### src/spi_frame_defs.vh
`ifndef SPI_FRAME_DEFS_VH
`define SPI_FRAME_DEFS_VH
`define FRM_WIDTH 16
`define FRM_RW_BIT 15
`define FRM_PTR_HI 14
`define FRM_PTR_LO 12
`define FRM_PAY_HI 11
`define FRM_PAY_LO 0
`define FRM_PAR_BIT 15
`define FRM_UPPER_HI 15
`define FRM_UPPER_LO 8
`define FRM_LOWER_HI 7
`define FRM_LOWER_LO 0
`define FRM_RW_READ 1'h0
`define FRM_RW_WRITE 1'h1
`define FRM_BYTE_BITS 4'h8
`define DIAG_PTR 3'h0
`define BIT_CNT_W 6
`endif

### src/spi_edge_sync.v
module spi_edge_sync (
    input wire ref_clk_in,
    input wire reset_n_in,
    input wire pin_in,
    output reg level_out,
    output wire rise_out,
    output wire fall_out
);
    reg meta_r;
    reg prev_r;
    // Two flops before any logic
    always @(posedge ref_clk_in)
    begin
        if (!reset_n_in)
        begin
            meta_r <= 1'b0;
            level_out <= 1'b0;
            prev_r <= 1'b0;
        end
        else
        begin
            meta_r <= pin_in;
            level_out <= meta_r;
            prev_r <= level_out;
        end
    end
    assign rise_out = level_out & ~prev_r;
    assign fall_out = ~level_out & prev_r;
endmodule

### src/spi_frame_protocol_engine.v
`include "spi_frame_defs.vh"
//
// Contract
// - Every selected frame shifts a full reply out while the command shifts in.
// - A read request is answered with the register contents in the next frame.
// - Input frames carry write/read in bit 15, pointer in 14:12, payload in 11:0.
// - A write reaches the register only at the rising edge of chip select.
// - After a write the next reply carries data of the register written.
// - Replies carry parity in bit 15, pointer in 14:12, contents in 11:0.
// - Parity is 1 when pointer and data hold an odd count of ones, else 0.
// - The first reply after reset is the short diagnosis and status reply.
// - In split mode the upper byte runs after 8 bits and fills this lower reply byte.
// - In split mode the lower byte runs at frame end and fills the next upper byte.
// - The protocol is chosen per frame from the command, freely interleaved.
// - Transfer only while chip select is low; otherwise output is released.
// - Input sampled MSB first on falling clock, output changes on rising clock.
// - A frame is decoded only when its clock count is a multiple of eight.
module spi_frame_protocol_engine #(
    parameter FRAME_BITS = 16
) (
    input wire ref_clk_in,
    input wire reset_n_in,
    input wire spi_cs_n_in,
    input wire spi_sclk_in,
    input wire spi_si_in,
    output reg spi_so_out,
    output reg spi_so_oe_n_out,
    // Split-mode selection of an upper byte, from command decode
    input wire split_mode_in,
    // Register access toward the register file
    output reg [2:0] rd_ptr_out,
    output reg rd_req_out,
    input wire [11:0] rd_data_in,
    output reg [2:0] wr_ptr_out,
    output reg [11:0] wr_data_out,
    output reg wr_stb_out,
    // Short diagnosis and status payload
    input wire [11:0] short_diag_status_reply_in,
    // Split-byte command execution
    output reg [7:0] upper_cmd_out,
    output reg upper_stb_out,
    input wire [7:0] upper_result_in,
    output reg [7:0] lower_cmd_out,
    output reg lower_stb_out,
    input wire [7:0] lower_result_in,
    output reg frame_err_out
);
    wire cs_lvl;
    wire cs_rise;
    wire cs_fall;
    wire sclk_lvl;
    wire sclk_rise;
    wire sclk_fall;
    wire si_lvl;
    reg [FRAME_BITS-1:0] rx_r;
    reg [FRAME_BITS-1:0] tx_r;
    reg [FRAME_BITS-1:0] reply_r;
    reg [`BIT_CNT_W-1:0] cnt_r;
    reg split_r;
    reg [7:0] next_upper_r;
    reg upper_pend_r;
    reg [2:0] upper_wait_r;
    reg [15:0] reply_nxt;
    reg link_ready_r;
    wire frame_start;
    wire frame_end;
    wire in_frame;

    function parity15;
        input [14:0] v;
        begin
            parity15 = ^v;
        end
    endfunction

    // Non-empty whole number of bytes
    function byte_aligned;
        input [`BIT_CNT_W-1:0] c;
        begin
            byte_aligned = (c[2:0] == 3'h0) && (c != {`BIT_CNT_W{1'b0}});
        end
    endfunction

    function cnt_is;
        input [`BIT_CNT_W-1:0] c;
        input [3:0] v;
        begin
            cnt_is = (c == {{(`BIT_CNT_W-4){1'b0}}, v});
        end
    endfunction

    function [15:0] diag_frame;
        input [11:0] d;
        begin
            diag_frame = {parity15({`DIAG_PTR, d}), `DIAG_PTR, d};
        end
    endfunction

    spi_edge_sync u_cs (
        .ref_clk_in(ref_clk_in),
        .reset_n_in(reset_n_in),
        .pin_in(spi_cs_n_in),
        .level_out(cs_lvl),
        .rise_out(cs_rise),
        .fall_out(cs_fall)
    );
    spi_edge_sync u_sclk (
        .ref_clk_in(ref_clk_in),
        .reset_n_in(reset_n_in),
        .pin_in(spi_sclk_in),
        .level_out(sclk_lvl),
        .rise_out(sclk_rise),
        .fall_out(sclk_fall)
    );
    spi_edge_sync u_si (
        .ref_clk_in(ref_clk_in),
        .reset_n_in(reset_n_in),
        .pin_in(spi_si_in),
        .level_out(si_lvl),
        .rise_out(),
        .fall_out()
    );

    // Syncs leave reset low, which looks like a select; wait for idle high
    always @(posedge ref_clk_in)
    begin
        if (!reset_n_in)
            link_ready_r <= 1'b0;
        else if (cs_lvl)
            link_ready_r <= 1'b1;
    end
    // No false frame end right after reset
    assign frame_start = cs_fall & link_ready_r;
    assign frame_end = cs_rise & link_ready_r;
    assign in_frame = ~cs_lvl & link_ready_r;

    // Next reply: 16-bit form with parity over pointer and data, or next_upper_r over a zero byte after a split frame
    always @*
    begin
        reply_nxt = 16'h0000;
        reply_nxt[`FRM_PTR_HI:`FRM_PTR_LO] = rd_ptr_out;
        reply_nxt[`FRM_PAY_HI:`FRM_PAY_LO] = rd_data_in;
        reply_nxt[`FRM_PAR_BIT] = parity15(reply_nxt[14:0]);
        if (split_r)
        begin
            reply_nxt[`FRM_UPPER_HI:`FRM_UPPER_LO] = next_upper_r;
            reply_nxt[`FRM_LOWER_HI:`FRM_LOWER_LO] = 8'h00;
        end
    end

    // Receive: falling link clock, MSB first
    always @(posedge ref_clk_in)
    begin
        if (!reset_n_in)
        begin
            rx_r <= {FRAME_BITS{1'b0}};
            cnt_r <= {`BIT_CNT_W{1'b0}};
            split_r <= 1'b0;
        end
        else if (frame_start)
        begin
            cnt_r <= {`BIT_CNT_W{1'b0}};
        end
        else if (in_frame && sclk_fall)
        begin
            rx_r <= {rx_r[FRAME_BITS-2:0], si_lvl};
            cnt_r <= cnt_r + {{(`BIT_CNT_W-1){1'b0}}, 1'b1};
            // Eighth bit picks the protocol of this frame
            if (cnt_is(cnt_r, 4'h7))
                split_r <= split_mode_in;
        end
    end

    // Upper byte runs as soon as its eighth bit lands
    always @(posedge ref_clk_in)
    begin
        if (!reset_n_in)
        begin
            upper_cmd_out <= 8'h00;
            upper_stb_out <= 1'b0;
        end
        else
        begin
            upper_stb_out <= 1'b0;
            if (in_frame && sclk_fall && cnt_is(cnt_r, 4'h7) && split_mode_in)
            begin
                upper_cmd_out <= {rx_r[6:0], si_lvl};
                upper_stb_out <= 1'b1;
            end
        end
    end

    // Frame end: decode only byte-aligned frames
    always @(posedge ref_clk_in)
    begin
        if (!reset_n_in)
        begin
            rd_ptr_out <= `DIAG_PTR;
            rd_req_out <= 1'b0;
            wr_ptr_out <= 3'h0;
            wr_data_out <= 12'h000;
            wr_stb_out <= 1'b0;
            lower_cmd_out <= 8'h00;
            lower_stb_out <= 1'b0;
            frame_err_out <= 1'b0;
            upper_pend_r <= 1'b0;
            upper_wait_r <= 3'h0;
        end
        else
        begin
            wr_stb_out <= 1'b0;
            lower_stb_out <= 1'b0;
            rd_req_out <= 1'b0;
            frame_err_out <= 1'b0;
            if (upper_wait_r != 3'h0)
                upper_wait_r <= upper_wait_r - 3'h1;
            if (frame_end)
            begin
                upper_pend_r <= 1'b1;
                // Refused frames keep pointer and registers as they were
                if (!byte_aligned(cnt_r))
                    frame_err_out <= 1'b1;
                else if (split_r)
                begin
                    lower_cmd_out <= rx_r[`FRM_LOWER_HI:`FRM_LOWER_LO];
                    lower_stb_out <= 1'b1;
                    upper_wait_r <= 3'h2;
                end
                else
                begin
                    rd_ptr_out <= rx_r[`FRM_PTR_HI:`FRM_PTR_LO];
                    rd_req_out <= 1'b1;
                    if (rx_r[`FRM_RW_BIT] == `FRM_RW_WRITE)
                    begin
                        wr_ptr_out <= rx_r[`FRM_PTR_HI:`FRM_PTR_LO];
                        wr_data_out <= rx_r[`FRM_PAY_HI:`FRM_PAY_LO];
                        wr_stb_out <= 1'b1;
                    end
                    upper_wait_r <= 3'h2;
                end
            end
        end
    end

    // Reply for the next frame; lower result first, then the whole word
    always @(posedge ref_clk_in)
    begin
        if (!reset_n_in)
        begin
            next_upper_r <= 8'h00;
            reply_r <= {FRAME_BITS{1'b0}};
        end
        else
        begin
            if (upper_wait_r == 3'h2 && split_r)
                next_upper_r <= lower_result_in;
            if (upper_wait_r == 3'h1)
                reply_r <= reply_nxt;
        end
    end

    // Transmit: load at select, move on rising link clock
    always @(posedge ref_clk_in)
    begin
        if (!reset_n_in)
        begin
            tx_r <= {FRAME_BITS{1'b0}};
            spi_so_out <= 1'b0;
            spi_so_oe_n_out <= 1'b1;
        end
        else if (frame_start)
        begin
            // Short diag until the first frame has ended
            if (upper_pend_r)
            begin
                tx_r <= reply_r;
                spi_so_out <= reply_r[FRAME_BITS-1];
            end
            else
            begin
                tx_r <= diag_frame(short_diag_status_reply_in);
                spi_so_out <= parity15({`DIAG_PTR, short_diag_status_reply_in});
            end
            spi_so_oe_n_out <= 1'b0;
        end
        else if (frame_end)
        begin
            spi_so_oe_n_out <= 1'b1;
        end
        else if (in_frame && sclk_rise && (cnt_r != {`BIT_CNT_W{1'b0}}))
        begin
            // First rising edge keeps bit 15, host samples on the falling one
            if (split_r && cnt_is(cnt_r, 4'h8))
            begin
                tx_r <= {upper_result_in, 8'h00};
                spi_so_out <= upper_result_in[7];
            end
            else
            begin
                tx_r <= {tx_r[FRAME_BITS-2:0], 1'b0};
                spi_so_out <= tx_r[FRAME_BITS-2];
            end
        end
    end
endmodule

### config.mk
export PLATFORM = sky130hd
export DESIGN_NAME = spi_frame_protocol_engine
export DESIGN_NICKNAME = d
export VERILOG_FILES = /design/src/spi_edge_sync.v /design/src/spi_frame_protocol_engine.v
export VERILOG_INCLUDE_DIRS = /design/src
export SDC_FILE = /design/constraint.sdc
export NUM_CORES = 1
export LEC_CHECK = 0
export BUFFER_PORTS_ARGS = -buffer_cell sky130_fd_sc_hd__buf_2
export CAP_MARGIN = 20
export CORE_UTILIZATION = 48
export CTS_CLUSTER_SIZE = 20
export DETAILED_ROUTE_END_ITERATION = 8
export PLACE_DENSITY = 0.73
export SETUP_SLACK_MARGIN = 0.5
export SLEW_MARGIN = 5
export SYNTH_ARGS = -nofsm -noshare
export SYNTH_HDL_FRONTEND = slang
export SYNTH_HIERARCHICAL = 1
export SYNTH_SLANG_ARGS = --single-unit
### constraint.sdc
create_clock -name ref_clk_in -period 2.1 [get_ports ref_clk_in]
set_clock_uncertainty 0.15 [all_clocks]
set_input_delay 0.315 -clock ref_clk_in [delete_from_list [all_inputs] [get_ports ref_clk_in]]
set_output_delay 0.315 -clock ref_clk_in [all_outputs]
set_load 0.03 [all_outputs]
==> impl_metrics.json <==
{
  "status": "complete, no violations",
  "cts_htree_levels": 4,
  "diodes": 0,
  "drcViolationCount": 0,
  "cp-start-kind": "flop",
  "vias": 4561,
  "cts_root_buffer": "clkbuf_8",
  "total_power_uw": 6200,
  "die_x_um": 104,
  "finalHoldViolCount": 0,
  "cap_violations": 0,
  "pwr-share-seq_pct": 38.9,
  "p_int_uw": 4650,
  "slowest_delay_ns": 0.41,
  "cts_tree": "yes",
  "setup_viol": 0,
  "worst_r2r_endpoint": "upper_cmd_out[2]",
  "placed_area_um2": 5660,
  "hold_path.startpoint": "rd_data_in[10]",
  "worstSkewPairLatency_ns": 0.52,
  "worst_slew_margin_rel_pct": 58.0,
  "drt_first_pass_iters": 6,
  "nets": 733,
  "gp_congestion": 0.833,
  "cts_buffer_depth": 2,
  "slowest_stage": "nor4_4",
  "core-area_um2": 9950,
  "fmax_mhz": 519,
  "placed_cells": 733,
  "grt_usage_pct": 25.4,
  "clkSinkCount": 116,
  "worstMarginPinSlew_ns": 0.629,
  "rows": 36,
  "synthesis.area_um2": 5010,
  "num_io_pins": 87,
  "crit_fanout": 6,
  "p_sw_share_pct": 25.0,
  "antenna_left": 0,
  "instances_no_fill": 827,
  "min_path_cells": 3,
  "overflow": 0,
  "start_util_pct": 50.3,
  "leakage_uw": 0.00292,
  "yosys_warnings": 6,
  "r2r_start": "cnt_r[4]",
  "antenna_found_initial": 0,
  "p_switching_uw": 1550,
  "post_drt_via_cell_ratio": 5.52,
  "place_hpwl_mm": 8.15,
  "fin_crit_sh_pct": 91.8,
  "critPathCaptureType": "flop",
  "crit_required_ns": 2.35,
  "synth_area_per_cell_um2": 9.47,
  "ir_drop_mv": 0.790,
  "cts.reportedPaths.clkPinSlew_ns": 0.06,
  "cts_made_buffers": 17,
  "area_growth_pct": 45.9,
  "die-area_um2": 10800,
  "path_delay_family": "simple AND/OR/NAND/NOR gates",
  "drt-initial-drc-count": 267,
  "p_per_area_nw_per_um2": 849,
  "clockPowerShare_pct": 48.2,
  "rsz0062_at_grt": "true",
  "drv_slew": 0,
  "grt_first_pass_wirelength_mm": 21.7,
  "cp_cell_sequence": "or3_4 > nor4_4 > buf_4 > mux2i_1 > nor2_1",
  "final_area_um2": 7310,
  "grt_max_degree": 55,
  "fin_crit_ns": 1.93,
  "drive_gt1_share_pct": 37.5,
  "holdCritPathClass": "in2reg",
  "r2r_slack_ns": 0.17,
  "criticalPathCategory": "reg2reg",
  "syn_nets": 581,
  "wl_per_cell_um": 17.9,
  "die-height_um": 104,
  "p_comb_share_pct": 12.9,
  "min_to": "reply_r[10]",
  "cp.buffers_inverters": 1,
  "setup_tns_ns": 0,
  "synthCells": 529,
  "grt_pass1_vias": 4470,
  "cp_data_arrival_time_ns": 2.18,
  "reg2regPathDepth": 5,
  "io_buffer_count": 86,
  "wirelength_mm": 14.8
}
-- registers in the layout, indices dropped and copies added, names as in the netlist, 3 cells and up --
| register | flops |
|---|---|
| cnt_r | 6 |
| lower_cmd_out | 8 |
| next_upper_r | 8 |
| rd_ptr_out | 3 |
| reply_r | 16 |
| rx_r | 16 |
| tx_r | 15 |
| upper_cmd_out | 8 |
| upper_wait_r | 3 |
| wr_data_out | 12 |
| wr_ptr_out | 3 |
-- routing by layer --
layer	vias to the layer above	global-route usage [%]	wire length, um
met5	-	0	0
met4	0	9.59	322
met3	32	7.71	948
met2	189	44.2	7410
met1	2187	29.3	6080
li1	2153	-	-
-- layout by cell type, fill, tap and decap left out, types with 16 or more instances in the layout --
cell type / instances
a21oi_1: 40
buf_2: 84
buf_4: 27
buf_6: 22
clkbuf_16: 16
dfxtp_1: 102
dlygate4sd3_1: 23
mux2i_1: 66
nand2_1: 52
nor2_1: 60
xnor2_1: 18
-- through the flow --
step	hold WS (ns)	utilization, %	setup WS [ns]
floorplan	0.241	-	0.287
global placement	0.275	56.8	0.244
detailed placement	0.282	56.8	0.110
CTS	0.00643	70.1	0.241
global route	0.0173	73.4	0.0884
finish	0.0310	73.4	0.172
-- final cells by class --
| type | instances | area [um2] |
|---|---|---|
| clock buffer | 19 | 432 |
| fill | 635 | 2640 |
| clock inverter | 13 | 181 |
| timing repair buffer | 165 | 1230 |
| inverter | 6 | 22.5 |
| multi-input combinational | 375 | 2930 |
| tap | 133 | 166 |
| sequential | 116 | 2350 |
-- power by group through the flow --
stage	clock network, uW	logic [uW]	registers [uW]
floorplan	0	451	2420
global placement	0	580	2440
detailed placement	0	609	2450
CTS	3000	683	2400
global route	3130	862	2420
finish	2990	800	2420
-- what timing repair did --
action                                  CTS  global route
cloned                                    3             3
endpoints found under the setup margin   83            97
endpoints found under the hold margin    24             0
hold buffers                             24             0
pin swaps                                22            38
gates resized for setup                  66            61
setup buffers                            23             9
-- how the worst max path moves through the flow --
| stage | startpoint | to | slack (ns) | cells past startpoint |
|---|---|---|---|---|
| finish | cnt_r[4] | upper_cmd_out[2] | 0.17 | 5 |
| floorplan | u_cs/level_out | wr_data_out[10] | 0.29 | 6 |
| global route | cnt_r[5] | upper_cmd_out[0] | 0.09 | 5 |
| global placement | u_cs/level_out | tx_r[2] | 0.24 | 5 |
| CTS | cnt_r[5] | upper_cmd_out[0] | 0.24 | 5 |
| detailed placement | u_cs/level_out | tx_r[3] | 0.11 | 5 |
-- worst register-to-register path, delay by kind of cell, from the launching register on --
family	cells	cell delay (ns)
simple gates	3	0.88
flops	1	0.37
mux	1	0.18
buf+inv	1	0.23
(Power assumes the default switching activity.)
